### config.mk
export PLATFORM = sky130hd
export DESIGN_NAME = prgs_por_ctrl
export DESIGN_NICKNAME = d
export VERILOG_FILES = /design/src/hw/prgs_pkg.sv /design/src/hw/prgs_det_if.sv /design/src/hw/prgs_rail_sync.sv /design/src/hw/prgs_por_ctrl.sv
export SDC_FILE = /design/constraint.sdc
export NUM_CORES = 1
export LEC_CHECK = 0
export BUFFER_PORTS_ARGS = -buffer_cell sky130_fd_sc_hd__buf_2
export CAP_MARGIN = 10
export CORE_MARGIN = 2
export CORE_UTILIZATION = 50
export CTS_BUF_LIST = sky130_fd_sc_hd__clkbuf_4 sky130_fd_sc_hd__clkbuf_8
export DETAILED_ROUTE_END_ITERATION = 7
export HOLD_SLACK_MARGIN = 0.05
export PLACE_DENSITY = 0.78
export SLEW_MARGIN = 20
export SYNTH_ARGS = -nofsm -noshare
export SYNTH_HDL_FRONTEND = slang
export SYNTH_SLANG_ARGS = --single-unit
### constraint.sdc
create_clock -name clk_sys -period 2.3 [get_ports clk_sys]
set_clock_uncertainty 0.2 [all_clocks]
set_input_delay 0.23 -clock clk_sys [delete_from_list [all_inputs] [get_ports clk_sys]]
set_output_delay 0.23 -clock clk_sys [all_outputs]
set_load 0.005 [all_outputs]
### src/hw/prgs_pkg.sv
// Package with rail indices, timing constants and state encoding of the power-on reset block
package prgs_pkg;

  // ****************************************
  // Monitored rails
  // ****************************************
  localparam int unsigned NUM_RAILS          = 9;
  localparam int unsigned RAIL_MGR_CORE      = 0; // manager_core_rail
  localparam int unsigned RAIL_PERIPH_XTOR   = 1; // periphery_transistor_rail
  localparam int unsigned RAIL_MGR_IO        = 2;
  localparam int unsigned RAIL_CONVERTER     = 3; // converter_supply_rail
  localparam int unsigned RAIL_BATTERY       = 4;
  localparam int unsigned RAIL_CORE          = 5;
  localparam int unsigned RAIL_MGR_HIGH      = 6; // manager_high_rail
  localparam int unsigned RAIL_PROC_CORE     = 7; // processor_system_core_rail
  localparam int unsigned RAIL_MGR_PIN_IO    = 8;

  // ****************************************
  // Timing
  // ****************************************
  localparam int unsigned CLK_FREQ_HZ        = 50_000_000;
  localparam int unsigned RAMP_WINDOW_MS     = 10;   // supply_ramp_window
  localparam int unsigned RAMP_WINDOW_CYC    = RAMP_WINDOW_MS * (CLK_FREQ_HZ / 1000);
  localparam int unsigned POR_DELAY_US       = 1000;
  localparam int unsigned POR_DELAY_CYC      = POR_DELAY_US * (CLK_FREQ_HZ / 1_000_000);
  localparam int unsigned CNT_W              = 32;

  // ****************************************
  // Reset values
  // ****************************************
  localparam logic        RST_RESET_N        = 1'b0;
  localparam logic        RST_DRIVE_EN       = 1'b0;
  localparam logic        RST_CFG_START      = 1'b0;
  localparam logic        RST_RAMP_FAIL      = 1'b0;

  // ****************************************
  // States (Gray along the usual path)
  // ****************************************
  typedef enum logic [1:0] {
    PRGS_WAIT_RAILS = 2'b00,
    PRGS_DELAY      = 2'b01,
    PRGS_RUN        = 2'b11,
    PRGS_FAIL       = 2'b10
  } prgs_state_t;

endpackage

### src/hw/prgs_det_if.sv
// Interface carrying the synchronised rail detector status between modules
interface prgs_det_if #(
  parameter int unsigned N = 9
);
  logic [N-1:0] rail_good;
  logic         all_good;
  logic         any_good;

  modport src (output rail_good, output all_good, output any_good);
  modport dst (input rail_good, input all_good, input any_good);
endinterface

### src/hw/prgs_rail_sync.sv
// Per-rail detector synchroniser and gating of all detector outputs
module prgs_rail_sync #(
  parameter int unsigned N = 9
) (
  input  wire logic   clk_sys,   // System clock
  input  wire logic   rst_n,     // Async reset, active low
  input  wire logic [N-1:0] det_in,    // Raw detector trip outputs
  prgs_det_if.src           det        // Synchronised status
);

  logic [N-1:0] meta_ff;
  logic [N-1:0] sync_ff;

  // ****************************************
  // Two-stage synchroniser per rail
  // ****************************************
  genvar g;
  generate
    for (g = 0; g < N; g++) begin : g_rail
      always_ff @(posedge clk_sys or negedge rst_n) begin
        if (!rst_n) begin
          meta_ff[g] <= 1'b0;
          sync_ff[g] <= 1'b0;
        end else begin
          meta_ff[g] <= det_in[g];
          sync_ff[g] <= meta_ff[g];
        end
      end
    end
  endgenerate

  assign det.rail_good = sync_ff;
  assign det.all_good  = &sync_ff;
  assign det.any_good  = |sync_ff;

endmodule

### src/hw/prgs_por_ctrl.sv
// Power-on reset controller: detector gating, ramp window watch and release delay
module prgs_por_ctrl #(
  parameter int unsigned NUM_RAILS     = prgs_pkg::NUM_RAILS,
  parameter int unsigned RAMP_WIN_CYC  = prgs_pkg::RAMP_WINDOW_CYC,
  parameter int unsigned POR_DLY_CYC   = prgs_pkg::POR_DELAY_CYC
) (
  input  wire logic                 clk_sys,         // System clock, 50 MHz
  input  wire logic                 rst_n,           // Async reset, active low
  input  wire logic [NUM_RAILS-1:0] rail_det_in,     // Per-rail trip detector outputs
  output logic                      dev_reset_n_ff,  // Device internal reset, active low
  output logic                      pin_drive_en_ff, // Pins and prog registers leave tri-state
  output logic                      cfg_start_ff,    // One-cycle pulse: begin configuration
  output logic                      ramp_fail_ff,    // Ramp window missed
  output logic [NUM_RAILS-1:0]      rail_good_ff     // Synchronised per-rail status
);

  localparam logic [prgs_pkg::CNT_W-1:0] RAMP_LIM = prgs_pkg::CNT_W'(RAMP_WIN_CYC - 1);
  localparam logic [prgs_pkg::CNT_W-1:0] DLY_LIM  = prgs_pkg::CNT_W'(POR_DLY_CYC - 1);

  prgs_det_if #(.N(NUM_RAILS)) det_bus ();

  // ****************************************
  // Detector synchronisers
  // ****************************************
  // nine rails watched
  prgs_rail_sync #(.N(NUM_RAILS)) u_sync (
    .clk_sys (clk_sys),
    .rst_n   (rst_n),
    .det_in  (rail_det_in),
    .det     (det_bus.src)
  );

  prgs_pkg::prgs_state_t       state_ff;
  prgs_pkg::prgs_state_t       nxt_state;
  logic [prgs_pkg::CNT_W-1:0]  ramp_cnt_ff;
  logic [prgs_pkg::CNT_W-1:0]  nxt_ramp_cnt;
  logic                        ramp_run_ff;
  logic                        nxt_ramp_run;
  logic [prgs_pkg::CNT_W-1:0]  dly_cnt_ff;
  logic [prgs_pkg::CNT_W-1:0]  nxt_dly_cnt;
  logic                        nxt_reset_n;
  logic                        nxt_drive_en;
  logic                        nxt_cfg_start;
  logic                        nxt_ramp_fail;

  // ****************************************
  // Decode
  // ****************************************
  wire                       all_good     = det_bus.all_good;
  wire                       any_good     = det_bus.any_good;
  wire                       ramp_out     = ramp_run_ff && (ramp_cnt_ff >= RAMP_LIM);
  wire                       dly_done     = (dly_cnt_ff >= DLY_LIM);
  wire                       in_wait      = (state_ff == prgs_pkg::PRGS_WAIT_RAILS);
  wire                       in_delay     = (state_ff == prgs_pkg::PRGS_DELAY);
  wire                       in_run       = (state_ff == prgs_pkg::PRGS_RUN);
  wire                       ramp_inc     = ramp_run_ff && in_wait && !ramp_out;
  wire                       dly_inc      = in_delay && all_good && !dly_done;
  wire                       release_now  = in_delay && all_good && dly_done;
  wire                       hold_run     = in_run && all_good;
  wire                       enter_fail   = in_wait && !all_good && ramp_out;
  wire [prgs_pkg::CNT_W-1:0] ramp_cnt_inc = prgs_pkg::CNT_W'(ramp_cnt_ff + 1'b1);
  wire [prgs_pkg::CNT_W-1:0] dly_cnt_inc  = prgs_pkg::CNT_W'(dly_cnt_ff + 1'b1);

  // ****************************************
  // Ramp window
  // ****************************************
  // Window is measured once; a rail loss later does not restart it
  assign nxt_ramp_run = ramp_run_ff | any_good;
  assign nxt_ramp_cnt = ramp_inc ? ramp_cnt_inc : ramp_cnt_ff;

  // ****************************************
  // Release delay
  // ****************************************
  // delay counted from all rails good
  assign nxt_dly_cnt  = dly_inc ? dly_cnt_inc : '0;

  // ****************************************
  // State machine
  // ****************************************
  always_comb begin
    nxt_state = state_ff;
    case (state_ff)
      prgs_pkg::PRGS_WAIT_RAILS: begin
        if (all_good) begin
          nxt_state = prgs_pkg::PRGS_DELAY;
        end else if (ramp_out) begin
          nxt_state = prgs_pkg::PRGS_FAIL;
        end
      end
      prgs_pkg::PRGS_DELAY: begin
        if (!all_good) begin
          nxt_state = prgs_pkg::PRGS_WAIT_RAILS;
        end else if (dly_done) begin
          nxt_state = prgs_pkg::PRGS_RUN;
        end
      end
      prgs_pkg::PRGS_RUN: begin
        if (!all_good) begin
          nxt_state = prgs_pkg::PRGS_WAIT_RAILS;
        end
      end
      prgs_pkg::PRGS_FAIL: begin
        nxt_state = prgs_pkg::PRGS_FAIL;
      end
      default: begin
        nxt_state = prgs_pkg::PRGS_WAIT_RAILS;
      end
    endcase
  end

  assign nxt_reset_n   = release_now || hold_run;
  assign nxt_drive_en  = nxt_reset_n && (nxt_state != prgs_pkg::PRGS_FAIL);
  assign nxt_cfg_start = release_now;
  // Sticky: only rst_n clears the window fault
  assign nxt_ramp_fail = ramp_fail_ff || enter_fail;

  // ****************************************
  // State registers
  // ****************************************
  // Sequencer state
  always_ff @(posedge clk_sys or negedge rst_n) begin
    if (!rst_n) begin
      state_ff <= prgs_pkg::PRGS_WAIT_RAILS;
    end else begin
      state_ff <= nxt_state;
    end
  end

  // Ramp window cycle count
  always_ff @(posedge clk_sys or negedge rst_n) begin
    if (!rst_n) begin
      ramp_cnt_ff <= '0;
    end else begin
      ramp_cnt_ff <= nxt_ramp_cnt;
    end
  end

  // Ramp window armed by first trip
  always_ff @(posedge clk_sys or negedge rst_n) begin
    if (!rst_n) begin
      ramp_run_ff <= 1'b0;
    end else begin
      ramp_run_ff <= nxt_ramp_run;
    end
  end

  // Release delay count
  always_ff @(posedge clk_sys or negedge rst_n) begin
    if (!rst_n) begin
      dly_cnt_ff <= '0;
    end else begin
      dly_cnt_ff <= nxt_dly_cnt;
    end
  end

  // ****************************************
  // Output registers
  // ****************************************
  // Internal device reset
  always_ff @(posedge clk_sys or negedge rst_n) begin
    if (!rst_n) begin
      dev_reset_n_ff <= prgs_pkg::RST_RESET_N;
    end else begin
      dev_reset_n_ff <= nxt_reset_n;
    end
  end

  // Pin and register drive enable
  always_ff @(posedge clk_sys or negedge rst_n) begin
    if (!rst_n) begin
      pin_drive_en_ff <= prgs_pkg::RST_DRIVE_EN;
    end else begin
      pin_drive_en_ff <= nxt_drive_en;
    end
  end

  // Configuration start pulse
  always_ff @(posedge clk_sys or negedge rst_n) begin
    if (!rst_n) begin
      cfg_start_ff <= prgs_pkg::RST_CFG_START;
    end else begin
      cfg_start_ff <= nxt_cfg_start;
    end
  end

  // Window fault flag
  always_ff @(posedge clk_sys or negedge rst_n) begin
    if (!rst_n) begin
      ramp_fail_ff <= prgs_pkg::RST_RAMP_FAIL;
    end else begin
      ramp_fail_ff <= nxt_ramp_fail;
    end
  end

  // Per-rail status copy
  always_ff @(posedge clk_sys or negedge rst_n) begin
    if (!rst_n) begin
      rail_good_ff <= '0;
    end else begin
      rail_good_ff <= det_bus.rail_good;
    end
  end

endmodule

* Yosys cells after proc, flatten, opt, wreduce, memory -nomap -nowiden *
Index checks and enable logic that the tools add are counted.

word-level totals
  flip-flop bits (word level) = 98
  output and inout bits = 13
  logic and storage cells = 61

cells by class
  add/subtract/negate cells = 2
  $lt $le $gt $ge = 2
  eq/ne operators = 4
  multiplexer cells = 7
  bitwise operators = 1
  reduce and logical (&&, ||, !) cells = 18

operators with widths
  kind                   number
  $add 32x1->32 const B  2
  $ge 32x16->1 const B   1
  $ge 32x19->1 const B   1
  $mux 32                1
  $logic_and 1x1->1      10
  $mux 2                 5
  $reduce_and 9->1       1
  $reduce_or 9->1        1
  $pmux 2 s4             1
  $eq 2x2->1 const B     2
  $logic_not 1->1        3
  $eq 2x1->1 const B     1
  $logic_not 2->1        1
  $logic_or 1x1->1       2
  $ne 2x2->1 const B     1
  $or 1x1->1             1

* Logic depth before layout (Yosys ltp) *
  word-level depth = 7
  depth in mapped cells = 8

* Cells and area by module *
A second synthesis with hierarchy kept.

second synthesis, totals
  cells, all modules = 271
  area total of the unflattened synthesis = 3550.9 sq um

modules (own cells, without submodules)
  module          times used  cells an instance  area each (sq um)  sequential area each (sq um)
  prgs_por_ctrl   1           245                3060.4             2001.9
  prgs_rail_sync  1           26                 490.5              450.4

* Worst setup path before layout *
No wires, ideal clock.

  path kind = flip-flop to flip-flop
  start point = reg ramp_cnt_ff[0] (netlist bit)
  end point = reg ramp_cnt_ff[1] (netlist bit)
  arrival time = 1616 ps
  data required time = 1973 ps
  slack = 356 ps
  stages on the path, launching flop included = 8
  cell sequence = dfrtp_1 > ha_1 > and4_1 > o211ai_2 > a31o_1 > buf_4 > nand2_2 > mux2_1

between the ends
  word-level cells in the longest chain between the ends = 4

RTL lines
  item                    RTL line              RTL
  from (decl)             prgs_por_ctrl.sv:35   logic [prgs_pkg::CNT_W-1:0] ramp_cnt_ff;
  from (signal assigned)  prgs_por_ctrl.sv:134  ramp_cnt_ff <= nxt_ramp_cnt;
  $ge 32x19->1            prgs_por_ctrl.sv:51   wire ramp_out = ramp_run_ff && (ramp_cnt_ff >= RAMP_LIM);
  $logic_and 1x1->1       prgs_por_ctrl.sv:51
  $logic_not 1->1         prgs_por_ctrl.sv:56   wire ramp_inc = ramp_run_ff && in_wait && !ramp_out;
  $logic_and 1x1->1       prgs_por_ctrl.sv:56

Several ways; a longest one is shown, not always the timed one.
A chain may end at the register's enable or synchronous reset.

* Worst setup path after layout *
  start point = reg ramp_cnt_ff[0] (netlist bit)
  end point = reg ramp_fail_ff

between the ends
  word-level cells in the longest chain between the ends = 4

RTL lines
  item                  RTL line              RTL
  $ge 32x19->1          prgs_por_ctrl.sv:51
  $logic_and 1x1->1     prgs_por_ctrl.sv:51
  $logic_and 1x1->1     prgs_por_ctrl.sv:60   wire enter_fail = in_wait && !all_good && ramp_out;
  $logic_or 1x1->1      prgs_por_ctrl.sv:115  assign nxt_ramp_fail = ramp_fail_ff || enter_fail;
  net nxt_ramp_fail     prgs_por_ctrl.sv:44   logic nxt_ramp_fail;
  to (signal assigned)  prgs_por_ctrl.sv:189  ramp_fail_ff <= prgs_pkg::RST_RAMP_FAIL;
  to (signal assigned)  prgs_por_ctrl.sv:191  ramp_fail_ff <= nxt_ramp_fail;
  to (decl)             prgs_por_ctrl.sv:13   output logic ramp_fail_ff,

The timed path passes the listed nets, and every way through them passes these cells.

==> summary.md <==
| Metric | Value |
|---|---|
| Outcome | `complete, no violations` |
| Crit path max-delay family | `compound AO/OA/AOI/OAI gates` |
| Fraction of layout cells with a size suffix above 1 | `15.5%` |
| Per-cell routed wire length | `13.9 um` |
| Hold path endpoint | `u_sync.det.rail_good[8]$_DFF_PN0_` |
| Fin. Hold Viols | `0` |
| Worst reg2reg path endpoint | `ramp_fail_ff$_DFF_PN0_` |
| Wirelength, routed | `5990 um` |
| Die height | `88.4 um` |
| Synth Area in Adders | `0.703%` |
| R2R setup slack | `170 ps` |
| Largest net degree at the start of global routing | `46` |
| Via density | `5.03` |
| First-pass GRT wire length | `10200 um` |
| IO Port Bufs | `23` |
| P per Cell Area | `774 nW/um^2` |
| Hold WS | `161 ps` |
| Initial antenna violation count | `0` |
| CP Buf/Inv Count | `1` |
| Type of the worst setup path | `reg2reg` |
| Cell area after synthesis | `3560 um^2` |
| Setup TNS Final | `0 ps` |
| Max Transition Viols Final | `0` |
| Clock root buffer | `clkbuf_8` |
| GP Congestion | `0.826` |
| Ant. Diodes | `0` |
| Post-synth cell types | `37` |
| # fillers | `518` |
| Max-Cap Viols | `0` |
| Worst Hold Launch | `u_sync.meta_ff[8]$_DFF_PN0_` |
| Main combinational cell family by area after synthesis | `simple AND/OR/NAND/NOR gates` |
| GRT overflow | `0` |
| CTS Buf Count | `9` |
| Post-layout total power | `3.20 mW` |
| Post_cts resized | `0` |
| Post-synthesis mux area share | `0.316%` |
| DRT iter0 DRCs | `160` |
| GRT Total Usage | `17.4%` |
| Dpl hpwl | `3860 um` |
| TritonRoute pass-1 iters | `4` |
| Final Net Count | `344` |
| Sequential element share of the synthesized area | `68.9%` |
| Xor/xnor share of the synthesized area | `7.38%` |
| Die area | `7810 um^2` |
| Final setup fails | `0` |
| Initial Util | `52.1%` |
| Worst-Margin Slew | `634 ps` |
| Vias in the first global route | `2204` |
| Latest clock arrival within the worst-skew pair | `360 ps` |
| Leakage | `1.90 nW` |
| Post-route antenna net violation count | `0` |
| Syn Inst Count | `281` |
| RR Startpoint | `ramp_cnt_ff[0]$_DFFE_PN0P_` |
| Type of origin of the critical path | `flip-flop` |
| Unrepaired setup endpoints after global routing | `no` |
| Width of the chip | `88.4 um` |
| Worst-path clk slew | `100 ps` |
| Reg area | `2450 um^2` |
| Via Count | `2175` |
| Worst-path fanout max | `6` |
| Compound-gate portion of the synthesized area | `2.53%` |
| Max incr delay on CP | `410 ps` |
| IO Pins | `24` |
| Area occupied by multi-input gates | `1060 um^2` |
| VDD IR max | `0.000541 V` |
| CP max stage cell | `dfrtp_1` |
| FF+latch count, synth | `98` |
| TritonCTS clock tree | `done` |
| Row Count | `30` |
| Slew HR | `57.4%` |
| R2R cell count | `7` |
| Yosys warns | `0` |
| CTS Sinks | `98` |
| Critical path data arrival time | `2190 ps` |
| Crit path required time | `2360 ps` |
| Worst Setup End Kind | `flip-flop` |
| Clk buf depth | `2` |
| CP Cell Sequence | `ha_1, and4_1, o211ai_2, a31o_1, buf_4, and2_1, o41ai_2` |
| Htree depth | `3` |
| Minimum clock period | `2130 ps` |
| Residual DRC count | `0` |
| Simple-gate share of the synthesized area | `17.1%` |
| Syn avg cell area | `12.7 um^2` |
| Core footprint | `6830 um^2` |
| Fin crit share | `92.6%` |
| HP Class | `reg2reg` |
| Fmax | `0.470 GHz` |
| Area growth from synthesis to layout | `16.4%` |
| Worst hold path depth | `0` |
-- cells in the mapped netlist --
master	n	share of area, %
nand3_1	16	2.3
a31o_1	1	0.25
and4bb_1	1	0.35
mux2_1	1	0.32
xor2_1	6	1.5
o211ai_2	1	0.35
or3_1	1	0.18
a2111oi_0	1	0.25
xnor2_1	24	5.9
and4_1	3	0.74
ha_1	2	0.70
buf_6	1	0.32
nor3b_4	1	0.53
nor3_1	8	1.1
buf_4	2	0.42
and2_1	3	0.53
inv_1	6	0.63
clkbuf_1	14	1.5
a21oi_1	1	0.14
nand4_1	13	2.3
nand4bb_1	1	0.32
o211ai_1	1	0.21
dfrtp_1	98	69
or2_1	1	0.18
conb_1	1	0.11
o31ai_1	1	0.21
o41ai_2	1	0.46
buf_2	1	0.14
a21o_1	1	0.21
nor3b_1	1	0.21
and3_1	11	1.9
nand2_1	18	1.9
nand2_2	1	0.18
nor4_1	8	1.4
o311ai_1	1	0.25
o21bai_1	1	0.21
nor2_1	28	3.0
-- metal layers --
metal / up-vias / share of wire (%) / global-route usage [%]
met5: - / 0 / 0
met4: 0 / 2.3 / 8.54
met3: 14 / 4.7 / 4.94
met2: 55 / 49 / 26.9
met1: 1077 / 44 / 22.8
li1: 1029 / - / -
-- cells by family after synthesis --
family	count (synthesis)
DFF	98
and+or+nand+nor	115
xor gates and xnor gates	30
buffers and inverters	24
muxes	1
other	1
adders and majority gates	2
AOI/OAI and AO/OA	10
-- what timing repair did --
action,4_1_cts,5_1_grt
setup buffers,0,1
endpoints found under the setup margin,0,1
endpoints found under the hold margin,52,0
hold buffers,10,0
-- final cells by class --
class	instances	share of cell area [%]
multi-input cells	174	25.5
clock buffers	9	2.99
flip-flops and latches	98	59.2
well taps	96	2.90
inverters	6	0.544
repair buffers	42	7.19
clock inverters	7	1.63
-- power breakdown --
group          switching [mW]  leakage (nW)  internal, mW
Combinational           0.117         0.555         0.122
Sequential             0.0851          1.25          1.82
Clock                   0.636        0.0997         0.424
-- stage by stage --
step           worst slack, ps  utilization, %  area [um^2]  instances
3_5_place_dp               169            56.2         3840        405
6_report                   170            60.6         4140        432
4_1_cts                    142            60.5         4130        431
2_1_floorplan              356               -         3610        296
5_1_grt                   17.4            60.6         4140        432
3_3_place_gp               227            56.2         3840        405
-- how the worst max path moves through the flow --
stage | from | to | slack, ps | depth (start not counted)
3_3_place_gp | ramp_cnt_ff[0]$_DFFE_PN0P_ | ramp_fail_ff$_DFF_PN0_ | 230 | 7
2_1_floorplan | ramp_cnt_ff[0]$_DFFE_PN0P_ | ramp_cnt_ff[1]$_DFFE_PN0P_ | 360 | 7
5_1_grt | ramp_cnt_ff[0]$_DFFE_PN0P_ | state_ff[1]$_DFF_PN0_ | 20 | 7
4_1_cts | ramp_cnt_ff[0]$_DFFE_PN0P_ | ramp_fail_ff$_DFF_PN0_ | 140 | 7
6_report | ramp_cnt_ff[0]$_DFFE_PN0P_ | ramp_fail_ff$_DFF_PN0_ | 170 | 7
3_5_place_dp | ramp_cnt_ff[0]$_DFFE_PN0P_ | ramp_fail_ff$_DFF_PN0_ | 170 | 7
-- registers in the layout, summed over array words and instances (netlist names) --
| name | count |
|---|---|
| dly_cnt_ff | 32 |
| ramp_cnt_ff | 32 |
| rail_good_ff | 9 |
| u_sync.det.rail_good | 9 |
| u_sync.meta_ff | 9 |
| state_ff | 2 |
| cfg_start_ff | 1 |
| dev_reset_n_ff | 1 |
| pin_drive_en_ff | 1 |
| ramp_fail_ff | 1 |
| ramp_run_ff | 1 |
-- layout by cell type (no fill, tap or decap), drive strengths merged, types with 2 or more instances in the layout --
cell type	instances
dlygate4sd3	10
nor3b	2
nand2	19
and2	3
xnor2	24
nand4	13
xor2	6
buf	32
clkinv	2
clkbuf	9
inv	11
ha	2
nor3	8
nor2	28
and3	11
conb	16
nor4	8
dfrtp	98
and4	3
nand3	16
o211ai	2
(Power assumes the default switching activity.)
